<file path="src/rtl/pcl_pkg.sv">
// package: constants and carrier types for the pulse count level select block
package pcl_pkg;
  localparam int CLK_MHZ = 250;
  localparam int LATCH_HOLD_TIME_US = 500;
  localparam int SHUTDOWN_TIME_US = 500;
  localparam int LATCH_HOLD_CYC = LATCH_HOLD_TIME_US * CLK_MHZ;
  localparam int SHUTDOWN_CYC = SHUTDOWN_TIME_US * CLK_MHZ;
  localparam int CNT_W = 4;
  localparam logic [CNT_W-1:0] CNT_MAX = 4'h8;
  localparam logic [CNT_W-1:0] CNT_RST = 4'h0;
  localparam int REF_W = 10;
  // torch references in mV, index is the pulse count, level index plus one
  localparam logic [REF_W-1:0] REF_LV1 = 10'h032;
  localparam logic [REF_W-1:0] REF_LV2 = 10'h03c;
  localparam logic [REF_W-1:0] REF_LV3 = 10'h046;
  localparam logic [REF_W-1:0] REF_LV4 = 10'h055;
  localparam logic [REF_W-1:0] REF_LV5 = 10'h064;
  localparam logic [REF_W-1:0] REF_LV6 = 10'h078;
  localparam logic [REF_W-1:0] REF_LV7 = 10'h08c;
  localparam logic [REF_W-1:0] REF_LV8 = 10'h0aa;
  localparam logic [2:0] LVL_RST = 3'h0;

  typedef enum logic [2:0] {
    ST_OFF   = 3'b001,
    ST_COUNT = 3'b010,
    ST_RUN   = 3'b100
  } pcl_state_type;

  typedef struct packed {
    logic active;
    logic flash_mode;
    logic boost_en;
    logic [REF_W-1:0] ref_mv;
  } pcl_out_type;
endpackage

</file>
<file path="src/rtl/pcl_level_decode.sv">
// module: decodes a latched pulse level index to a feedback reference in mV
`timescale 1ns/10ps
module pcl_level_decode (
  input wire logic [2:0] level,                     // 0 = one pulse, 7 = eight or more
  output logic [pcl_pkg::REF_W-1:0] ref_mv          // torch reference
);
  always_comb begin
    case (level)
      3'h0: ref_mv = pcl_pkg::REF_LV1;
      3'h1: ref_mv = pcl_pkg::REF_LV2;
      3'h2: ref_mv = pcl_pkg::REF_LV3;
      3'h3: ref_mv = pcl_pkg::REF_LV4;
      3'h4: ref_mv = pcl_pkg::REF_LV5;
      3'h5: ref_mv = pcl_pkg::REF_LV6;
      3'h6: ref_mv = pcl_pkg::REF_LV7;
      default: ref_mv = pcl_pkg::REF_LV8;
    endcase
  end
endmodule

</file>
<file path="src/rtl/pcl_top.sv">
// module: enable-pin pulse count control, mode select, shutdown and boost request
//
// Summary of operation
// - flash-select high: flash mode, reference from flash level resistor input.
// - flash-select low: torch mode, reference from received pulse count.
// - count rising enable edges in torch mode, decode into eight levels.
// - counts 1..7 give 50,60,70,85,100,120,140 mV; eight or more 170 mV.
// - enable low for the shutdown time shuts the device down.
// - over-temperature forces shutdown until temperature falls back.
// - boost enabled whenever output is active and feedback is below the selected reference.
// - latch timeout is 500 us.
// - shutdown timeout is 500 us.
`timescale 1ns/10ps
module pcl_top #(
  parameter int LATCH_CYC = pcl_pkg::LATCH_HOLD_CYC,   // enable-high cycles before latch
  parameter int SHUT_CYC = pcl_pkg::SHUTDOWN_CYC      // enable-low cycles before shutdown
) (
  input wire logic ref_clk,                                  // 250 MHz clock
  input wire logic nrst,                                     // async reset, active low
  input wire logic enable_in,                                // enable / pulse pin
  input wire logic flash_sel,                                // high = flash, low = torch
  input wire logic over_temp,                                // die above thermal limit
  input wire logic [pcl_pkg::REF_W-1:0] flash_level_resistor, // flash reference, mV
  input wire logic [pcl_pkg::REF_W-1:0] fb_mv,               // sensed feedback, mV
  output pcl_pkg::pcl_out_type out_r                         // registered outputs
);
  localparam int TW = 20;
  localparam logic [TW-1:0] LATCH_LIM = TW'(LATCH_CYC - 1);
  localparam logic [TW-1:0] SHUT_LIM = TW'(SHUT_CYC - 1);

  pcl_pkg::pcl_state_type state_r;
  logic en_d_r;
  logic [TW-1:0] hi_cnt_r;
  logic [TW-1:0] lo_cnt_r;
  logic [pcl_pkg::CNT_W-1:0] pulse_cnt_r;
  logic [2:0] level_r;
  logic level_valid_r;
  logic [pcl_pkg::REF_W-1:0] torch_ref;
  logic [pcl_pkg::REF_W-1:0] sel_ref;
  logic rise;
  logic latch_hit;
  logic shut_hit;

  assign rise = enable_in & ~en_d_r;
  assign latch_hit = enable_in && hi_cnt_r == LATCH_LIM;
  assign shut_hit = !enable_in && lo_cnt_r == SHUT_LIM;

  always_ff @(posedge ref_clk or negedge nrst) begin
    if (!nrst) begin
      en_d_r <= 1'b0;
    end else begin
      en_d_r <= enable_in;
    end
  end

  // timers saturate so a long level fires its event only once
  always_ff @(posedge ref_clk or negedge nrst) begin
    if (!nrst) begin
      hi_cnt_r <= '0;
      lo_cnt_r <= '0;
    end else begin
      if (!enable_in) begin
        hi_cnt_r <= '0;
      end else if (hi_cnt_r != LATCH_LIM + TW'(1)) begin
        hi_cnt_r <= hi_cnt_r + TW'(1);
      end
      if (enable_in) begin
        lo_cnt_r <= '0;
      end else if (lo_cnt_r != SHUT_LIM + TW'(1)) begin
        lo_cnt_r <= lo_cnt_r + TW'(1);
      end
    end
  end

  always_ff @(posedge ref_clk or negedge nrst) begin
    if (!nrst) begin
      state_r <= pcl_pkg::ST_OFF;
    end else begin
      case (state_r)
        pcl_pkg::ST_OFF: begin
          if (rise) begin
            state_r <= pcl_pkg::ST_COUNT;
          end
        end
        pcl_pkg::ST_COUNT: begin
          if (shut_hit) begin
            state_r <= pcl_pkg::ST_OFF;
          end else if (latch_hit) begin
            state_r <= pcl_pkg::ST_RUN;
          end
        end
        pcl_pkg::ST_RUN: begin
          if (shut_hit) begin
            state_r <= pcl_pkg::ST_OFF;
          end else if (rise && !flash_sel) begin
            state_r <= pcl_pkg::ST_COUNT;
          end
        end
        default: state_r <= pcl_pkg::ST_OFF;
      endcase
    end
  end

  // counting only in torch mode; flash mode ignores pulses
  always_ff @(posedge ref_clk or negedge nrst) begin
    if (!nrst) begin
      pulse_cnt_r <= pcl_pkg::CNT_RST;
    end else if (shut_hit) begin
      pulse_cnt_r <= pcl_pkg::CNT_RST;
    end else if (latch_hit && state_r == pcl_pkg::ST_COUNT) begin
      pulse_cnt_r <= pcl_pkg::CNT_RST;
    end else if (rise && !flash_sel && pulse_cnt_r != pcl_pkg::CNT_MAX) begin
      pulse_cnt_r <= pulse_cnt_r + 4'h1;
    end
  end

  always_ff @(posedge ref_clk or negedge nrst) begin
    if (!nrst) begin
      level_r <= pcl_pkg::LVL_RST;
      level_valid_r <= 1'b0;
    end else if (shut_hit) begin
      level_r <= pcl_pkg::LVL_RST;
      level_valid_r <= 1'b0;
    end else if (latch_hit && state_r == pcl_pkg::ST_COUNT && pulse_cnt_r != pcl_pkg::CNT_RST) begin
      level_r <= 3'(pulse_cnt_r - 4'h1);
      level_valid_r <= 1'b1;
    end
  end

  pcl_level_decode u_dec (
    .level(level_r),
    .ref_mv(torch_ref)
  );

  // flash always uses resistor reference; torch needs a latched level
  assign sel_ref = flash_sel ? flash_level_resistor : torch_ref;

  always_ff @(posedge ref_clk or negedge nrst) begin
    if (!nrst) begin
      out_r <= '0;
    end else begin
      out_r.flash_mode <= flash_sel;
      out_r.ref_mv <= sel_ref;
      // over-temp gates operation only while it lasts
      out_r.active <= state_r != pcl_pkg::ST_OFF && !over_temp
                      && (flash_sel || level_valid_r);
      out_r.boost_en <= state_r != pcl_pkg::ST_OFF && !over_temp
                        && (flash_sel || level_valid_r) && fb_mv < sel_ref;
    end
  end
endmodule

</file>
<file path="config.mk">
export PLATFORM = sky130hd
export DESIGN_NAME = pcl_top
export DESIGN_NICKNAME = d
export VERILOG_FILES = /design/src/rtl/pcl_pkg.sv /design/src/rtl/pcl_level_decode.sv /design/src/rtl/pcl_top.sv
export SDC_FILE = /design/constraint.sdc
export NUM_CORES = 1
export LEC_CHECK = 0
export BUFFER_PORTS_ARGS = -buffer_cell sky130_fd_sc_hd__buf_2
export CAP_MARGIN = 20
export CORE_ASPECT_RATIO = 0.75
export CORE_MARGIN = 2
export CORE_UTILIZATION = 35
export CTS_CLUSTER_SIZE = 12
export DETAILED_ROUTE_END_ITERATION = 10
export SYNTH_ARGS = -nofsm -noshare
export SYNTH_HDL_FRONTEND = slang
export SYNTH_SLANG_ARGS = --single-unit
</file>
<file path="constraint.sdc">
create_clock -name ref_clk -period 1.95 [get_ports ref_clk]
set_input_delay 0.195 -clock ref_clk [delete_from_list [all_inputs] [get_ports ref_clk]]
set_output_delay 0.195 -clock ref_clk [all_outputs]
set_load 0.01 [all_outputs]
</file>
==> results by group, run 1 <==
Cells and area
  • Filler cell count: 951
  • Post-layout util: 46.06%
  • Fraction of layout instances using a drive strength above 1: 24.89%
  • Area growth from synthesis to layout: 26.73%
  • Antenna cells: 0
  • Design Area, Final: 4502 sq um
  • Number of nets in the layout: 489

Global routing
  • First-pass GRT wire length: 13520 microns
  • Total routing resource utilization after global routing: 15.36%
  • Maximum number of pins on one net before global-route repair: 66
  • Global route total overflow: 0
  • Antenna violations before repair: 0
  • Via count of the first global-routing pass: 2835

CTS
  • CTS max path bufs: 2
  • Root Buffer Master: sky130_fd_sc_hd__clkbuf_16
  • Clock tree from TritonCTS: yes
  • Number of levels the H-tree was split into: 3
  • Insertion delay of the later-clocked pin in the worst-skew pair: 330 ps
  • Number of buffers created by CTS: 9
  • Number of sinks on the clock net: 65
  • Clk slew on worst S/H paths: 60 ps

Synth
  • Register bit total from synthesis: 65
  • Post-synthesis instance area: 3552 sq um
  • Portion of synthesized cell area occupied by the leading cell type: 45.09%
  • Post-synthesis instance total: 375
  • Main flop type after synthesis: sky130_fd_sc_hd__dfrtp_1
  • Post-synth cell types: 50
  • Ys async rst share: 100.0%
  • Cells taking the most area after synthesis: sky130_fd_sc_hd__dfrtp_1, sky130_fd_sc_hd__ha_1, sky130_fd_sc_hd__xor2_1
  • Sequential element share of the synthesized area: 45.83%
  • YS warnings: 0
  • Cell type with the largest total area after synthesis: sky130_fd_sc_hd__dfrtp_1
  • Number of enable-type register cells in the synthesized netlist: 0
  • Syn nets: 415
  • Most repeated cell in the gate-level netlist after synthesis: sky130_fd_sc_hd__dfrtp_1
  • Most used standard cells in the synthesized netlist: sky130_fd_sc_hd__dfrtp_1, sky130_fd_sc_hd__nor2_1, sky130_fd_sc_hd__nand2_1
  • Avg Synthesized Cell Area: 9.472 sq um

Outcome
  • Run status: completed

Worst setup path
  • Startpoint type of the worst setup path: register
  • Crit-path slowest cell: sky130_fd_sc_hd__dfrtp_2
  • Worst EP arrival: 2110 ps
  • Buffers and inverters on the worst path: 0
  • Critical path, cell by cell: maj3_2 > o21a_1 > ha_4 > nand2_2 > nor3_2 > a211oi_2 > o211a_1
  • Top delay family on crit path: adder cells
  • Capturing point of the worst reg2reg path: out_r[10]$_DFF_PN0_
  • Critical Path RT: 2160 ps
  • Maximum cell stage delay along the critical path: 440 ps
  • Class of the most critical setup path: reg2reg
  • Minimum setup slack among reg-to-reg paths: 50 ps
  • Maximum fanout encountered on the critical timing path: 7
  • Reg-to-reg critical path startpoint: level_r[1]$_DFFE_PN0P_
  • Crit. End Element: register
  • R2r worst-path depth: 7

Floorplanning
  • Core ar.: 9774 sq um
  • Row count: 31
  • Width of the die: 120.3 microns
  • Die Height: 91.25 microns
  • DIE AREA: 10980 sq um
  • Initial cell density of the core: 36.34%
  • Boundary Pins: 38

Placement
  • Cell Area, Placed: 4128 sq um
  • Number of port buffers: 37
  • RD Place Congestion: 0.8393
  • DP HPWL: 5734 microns

Power and ir drop
  • Cell leakage power: 2.064 nW
  • Sw Share: 25.65%
  • Max VDD drop: 0.0004323 V
  • Total power of the final layout: 3.354 mW
  • Combinational power share: 11.9%
  • Power density over the cells: 745.1 nW/um^2
  • Clock network fraction of design power: 43.6%
  • Internal power consumption: 2.494 mW
  • Net Sw Power: 860.5 uW
  • Portion of total power attributed to sequential cells: 44.5%

STA
  • TNS Setup: 0 ps
  • Fin. Hold Viols: 0
  • Tcrit/Tclk final: 97.52%
  • Least-Margin Pin Slew: 703.8 ps
  • Peak clock frequency supported by timing: 0.5259 GHz
  • Setup-violating endpoint count in the final report: 0
  • Max Slew Vio Count: 0
  • Clock skew: 9.774 ps
  • Relative slew slack: 53.03%
  • Final critical path time including I/O delays and setup: 1902 ps
  • Unrepaired setup endpoints after global routing: true

Worst hold path
  • Launch point of the worst hold path: over_temp
  • Endpoint with the worst hold slack: out_r[12]$_DFF_PN0_
  • Hold path cells: 2
  • Hold WC Path Type: in2reg

Route
  • DRC Markers: 0
  • Ratio of routed vias to standard cells: 5.084
  • Detailed-route wire length: 8135 microns
  • Drt initial violations: 209
  • Routed via count: 2979
  • Detailed-route wire length per cell: 13.88 microns
  • TritonRoute pass-1 iters: 4
  • ANT nets after route: 0

Run
  • Max-cap violations: 0
## metrics by stage
step / hold WS [ps] / std cells / setup WS, ps
floorplan: -100.6 / 375 / 12.02
global placement: 247.3 / 565 / 49.16
detailed placement: 242.4 / 565 / -32.19
CTS: 61.46 / 583 / 4.216
global route: 65.57 / 586 / -44.30
finish: 67.05 / 586 / 48.37
## cell usage in the layout (no fill, tap or decap), types with 3 or more instances in the layout
master,count
sky130_fd_sc_hd__a21oi_1,18
sky130_fd_sc_hd__and3_1,4
sky130_fd_sc_hd__and4_1,8
sky130_fd_sc_hd__buf_2,37
sky130_fd_sc_hd__buf_4,39
sky130_fd_sc_hd__clkbuf_16,9
sky130_fd_sc_hd__clkinv_2,3
sky130_fd_sc_hd__dfrtp_1,61
sky130_fd_sc_hd__dfrtp_2,3
sky130_fd_sc_hd__ha_1,12
sky130_fd_sc_hd__inv_1,24
sky130_fd_sc_hd__mux2i_1,6
sky130_fd_sc_hd__nand2_1,27
sky130_fd_sc_hd__nand2b_1,4
sky130_fd_sc_hd__nand3_1,20
sky130_fd_sc_hd__nand3b_1,4
sky130_fd_sc_hd__nand4_1,14
sky130_fd_sc_hd__nor2_1,29
sky130_fd_sc_hd__nor2b_1,3
sky130_fd_sc_hd__nor3_1,12
sky130_fd_sc_hd__nor3b_1,3
sky130_fd_sc_hd__nor4_1,5
sky130_fd_sc_hd__nor4b_1,5
sky130_fd_sc_hd__o21a_1,5
sky130_fd_sc_hd__o21ai_0,12
sky130_fd_sc_hd__o31ai_1,8
sky130_fd_sc_hd__or3_1,5
sky130_fd_sc_hd__or4_1,5
sky130_fd_sc_hd__xnor2_1,9
sky130_fd_sc_hd__xor2_1,18
## kinds of logic (layout without fill, tap and decap cells)
logic type / count (synthesis) / in the layout / synth area share [%]
AOI/OAI and AO/OA: 58 / 58 / 10.18
xor gates and xnor gates: 27 / 27 / 6.657
adders and majority gates: 16 / 16 / 5.565
buffers and inverters: 40 / 119 / 4.262
DFF: 65 / 65 / 45.83
muxes: 7 / 7 / 2.008
and+or+nand+nor: 162 / 162 / 25.50
## repair_timing
item | 4_1_cts | 5_1_grt
gates resized for setup | 2 | 14
pin swaps | 0 | 6
endpoints found under the setup margin | 1 | 9
endpoints found under the hold margin | 64 | 0
hold buffers | 1 | 0
setup buffers | 1 | 3
## sequential cells by signal, indices dropped and copies added, names as in the netlist
| name | flops |
|---|---|
| level_r | 3 |
| level_valid_r | 1 |
| pulse_cnt_r | 4 |
| lo_cnt_r | 20 |
| hi_cnt_r | 20 |
| state_r | 3 |
| out_r | 13 |
| en_d_r | 1 |
## power by group through the flow
stage	Sequential, mW	Clock (mW)	Combinational [mW]
finish	1.49	1.46	0.399
global route	1.50	1.56	0.453
CTS	1.49	1.50	0.388
detailed placement	1.51	0	0.382
global placement	1.51	0	0.373
floorplan	1.51	0	0.231
## routing by layer
layer	vias up	part of all wire (%)	GRT usage, %
li1	1491	-	-
met1	1430	53	22.23
met2	53	42	22.63
met3	5	4.3	4.209
met4	0	0.54	3.973
met5	-	0	0
## cell type report
type                       count  area, sq um  share of cell area, %
clock inverter                 5        31.28                 0.6948
inverter                      25        93.84                  2.084
sequential                    65         1632                  36.24
clock buffer                  11        242.7                  5.392
timing repair buffer          78        508.0                  11.28
tap                          132        165.2                  3.669
multi-input combinational    270         1829                  40.63
## how the worst max path moves through the flow
stage	from	to	slack, ps	cells past startpoint
floorplan	level_r[2]$_DFFE_PN0P_	out_r[10]$_DFF_PN0_	10	8
global placement	level_r[0]$_DFFE_PN0P_	out_r[10]$_DFF_PN0_	50	8
detailed placement	level_r[0]$_DFFE_PN0P_	out_r[10]$_DFF_PN0_	-30	8
CTS	lo_cnt_r[1]$_DFFE_PN0P_	lo_cnt_r[19]$_DFFE_PN0P_	4	4
global route	level_r[0]$_DFFE_PN0P_	out_r[10]$_DFF_PN0_	-40	8
finish	level_r[1]$_DFFE_PN0P_	out_r[10]$_DFF_PN0_	50	7
Note: power is estimated with default switching activity, not from simulation.
==> run 2, diff against run 1 <==
--- a/config.mk
+++ b/config.mk
@@ -11,4 +11,5 @@
 export CORE_MARGIN = 2
 export CORE_UTILIZATION = 35
+export CTS_CLUSTER_DIAMETER = 200
 export CTS_CLUSTER_SIZE = 12
 export DETAILED_ROUTE_END_ITERATION = 10
==> constraint.sdc (replaced) <==
create_clock -name ref_clk -period 1.95 [get_ports ref_clk]
set_input_delay 0.2925 -clock ref_clk [delete_from_list [all_inputs] [get_ports ref_clk]]
set_output_delay 0.2925 -clock ref_clk [all_outputs]
set_load 0.01 [all_outputs]
==> run 2 against run 1 <==
  * Sequential power about the same
  * Power up 5.2%
  * Die area unchanged
  * Via count down 0.50%
  * Critical path type unchanged
  * Largest power group is now the clock network
==> results by group, run 2 (synthesis gave the netlist of run 1 again) <==
Cells and area
  • Leading cell type in the layout, fill and taps excluded: sky130_fd_sc_hd__dfrtp_1
  • Antenna cells: 0
  • Number of nets in the layout: 491
  • Fraction of layout instances using a drive strength above 1: 23.90%
  • Footprint of the multi-input gates: 1803 sq um
  • Leading registers by flop count: hi_cnt_r (20), lo_cnt_r (20), out_r (13)
  • Area growth from synthesis to layout: 27.37%
  • Highest-count cells in the layout ignoring fill and taps: sky130_fd_sc_hd__dfrtp_1, sky130_fd_sc_hd__buf_4, sky130_fd_sc_hd__buf_2
  • FF+latch area: 1630 sq um
  • Fin cells: 588
  • Design Area, Final: 4524 sq um
  • Filler cell count: 937

Route
  • DRC Markers: 0
  • ANT nets after route: 0
  • TritonRoute pass-1 iters: 4
  • Routed via count: 2964
  • Detailed-route wire length: 8125 microns
  • Ratio of routed vias to standard cells: 5.041
  • Detailed-route wire length per cell: 13.82 microns
  • Drt initial violations: 131

Worst setup path
  • Maximum cell stage delay along the critical path: 450 ps
  • Top delay family on crit path: adder cells
  • Critical path, cell by cell: maj3_2 > o21a_1 > ha_1 > nand2_2 > nor3_2 > a211oi_2 > o211a_1
  • Crit-path slowest cell: sky130_fd_sc_hd__dfrtp_2
  • Critical Path RT: 2160 ps
  • Worst EP arrival: 2120 ps
  • Class of the most critical setup path: reg2reg
  • Minimum setup slack among reg-to-reg paths: 40 ps
  • Crit. End Element: register
  • Buffers and inverters on the worst path: 0
  • Capturing point of the worst reg2reg path: out_r[10]$_DFF_PN0_
  • Reg-to-reg critical path startpoint: level_r[2]$_DFFE_PN0P_
  • R2r worst-path depth: 7
  • Startpoint type of the worst setup path: register
  • Maximum fanout encountered on the critical timing path: 7

Global routing
  • Maximum number of pins on one net before global-route repair: 66
  • First-pass GRT wire length: 13740 microns
  • Antenna violations before repair: 0
  • Global route total overflow: 0
  • Total routing resource utilization after global routing: 15.72%
  • Via count of the first global-routing pass: 2946

CTS
  • Number of levels the H-tree was split into: 3
  • Number of buffers created by CTS: 9
  • Insertion delay of the later-clocked pin in the worst-skew pair: 330 ps
  • Clk slew on worst S/H paths: 50 ps
  • Clock tree from TritonCTS: yes
  • CTS max path bufs: 2
  • Root Buffer Master: sky130_fd_sc_hd__clkbuf_16
  • Number of sinks on the clock net: 65

Floorplanning
  • Die Height: 91.25 microns
  • DIE AREA: 10980 sq um
  • Row count: 31
  • Initial cell density of the core: 36.34%
  • Boundary Pins: 38
  • Width of the die: 120.3 microns
  • Core ar.: 9774 sq um

STA
  • Max Slew Vio Count: 0
  • Unrepaired setup endpoints after global routing: true
  • Tcrit/Tclk final: 98.16%
  • Relative slew slack: 66.06%
  • Setup-violating endpoint count in the final report: 0
  • Fin. Hold Viols: 0
  • Least-Margin Pin Slew: 508.6 ps
  • Peak clock frequency supported by timing: 0.5224 GHz
  • Final critical path time including I/O delays and setup: 1914 ps
  • Clock skew: 4.487 ps

Placement
  • Inst Count DP: 566
  • Cell Area, Placed: 4135 sq um
  • RD Place Congestion: 0.8245
  • Number of port buffers: 37
  • DP HPWL: 5954 microns

Outcome
  • Run status: completed

Worst hold path
  • Hold WC Path Type: in2reg
  • Hold path cells: 2
  • Launch point of the worst hold path: over_temp
  • Endpoint with the worst hold slack: out_r[12]$_DFF_PN0_

Power and ir drop
  • Max VDD drop: 0.0005183 V
  • Cell leakage power: 2.095 nW
  • Power density over the cells: 779.8 nW/um^2

Run
  • Max-cap violations: 0
## run 2: cell types whose count changed in the layout (fill, tap and decap cells not counted), sizes merged
cell      delta
clkinv       -3
clkbuf       +3
clkinvlp     -1
buf          +2
bufinv       +1
## run 2: through the flow
step | TNS, ps | total power, mW | setup WS [ps] | utilization, % | hold slack, ps
global route | -41.82 | 3.697 | -39.64 | 46.29 | 169.5
CTS | 0 | 3.565 | 7.454 | 45.74 | 158.8
finish | 0 | 3.528 | 35.83 | 46.29 | 163.5
global placement | 0 | 1.882 | 34.43 | 42.31 | 341.3
detailed placement | -8.314 | 1.901 | -8.314 | 42.31 | 336.2
floorplan | 0 | 1.737 | 12.02 | - | -3.091
## run 2: worst register-to-register path, cell delays in order, from the launching register on
cell,delay (ps)
sky130_fd_sc_hd__dfrtp_2,450
sky130_fd_sc_hd__maj3_2,320
sky130_fd_sc_hd__o21a_1,190
sky130_fd_sc_hd__ha_1,300
sky130_fd_sc_hd__nand2_2,60
sky130_fd_sc_hd__nor3_2,170
sky130_fd_sc_hd__a211oi_2,90
sky130_fd_sc_hd__o211a_1,220
## run 2: where the power goes
group | leakage [nW] | internal [mW] | switching (mW)
combinational | 1.08 | 0.184 | 0.219
clock | 0.153 | 1.09 | 0.544
sequential | 0.860 | 1.42 | 0.0663
## run 2: worst max-delay path by stage
stage	slack [ps]	start	end	cells after the start
2_1_floorplan	10	level_r[2]$_DFFE_PN0P_	out_r[10]$_DFF_PN0_	8
3_3_place_gp	30	level_r[2]$_DFFE_PN0P_	out_r[10]$_DFF_PN0_	7
3_5_place_dp	-8	level_r[2]$_DFFE_PN0P_	out_r[10]$_DFF_PN0_	7
4_1_cts	7	level_r[2]$_DFFE_PN0P_	out_r[10]$_DFF_PN0_	7
5_1_grt	-40	level_r[2]$_DFFE_PN0P_	out_r[10]$_DFF_PN0_	7
6_report	40	level_r[2]$_DFFE_PN0P_	out_r[10]$_DFF_PN0_	7
## run 2: final cells by class
type	count	area share (%)
tap	132	3.650
clock buffer	14	6.056
clock inverter	2	0.7743
timing repair buffer	80	11.56
sequential	65	36.03
inverter	25	2.074
multi-input combinational	270	39.85
## run 2: routing by layer
layer  part of all wire [%]  track usage (%)  vias to the layer above  routed length (microns)
met5                      0                0                        -                        0
met4                    1.2            5.233                        0                      100
met3                    4.2            3.832                        9                      338
met2                     41            23.30                       46                     3370
met1                     53            22.45                     1410                     4315
li1                       -                -                     1499                        -
## run 2: timing repair
item                                    4_1_cts  5_1_grt
hold buffers                                  1        0
setup buffers                                 2        3
resized for setup                             1       11
pin swaps                                     0        3
endpoints found under the setup margin        1        8
hold endpoints to repair                     64        0
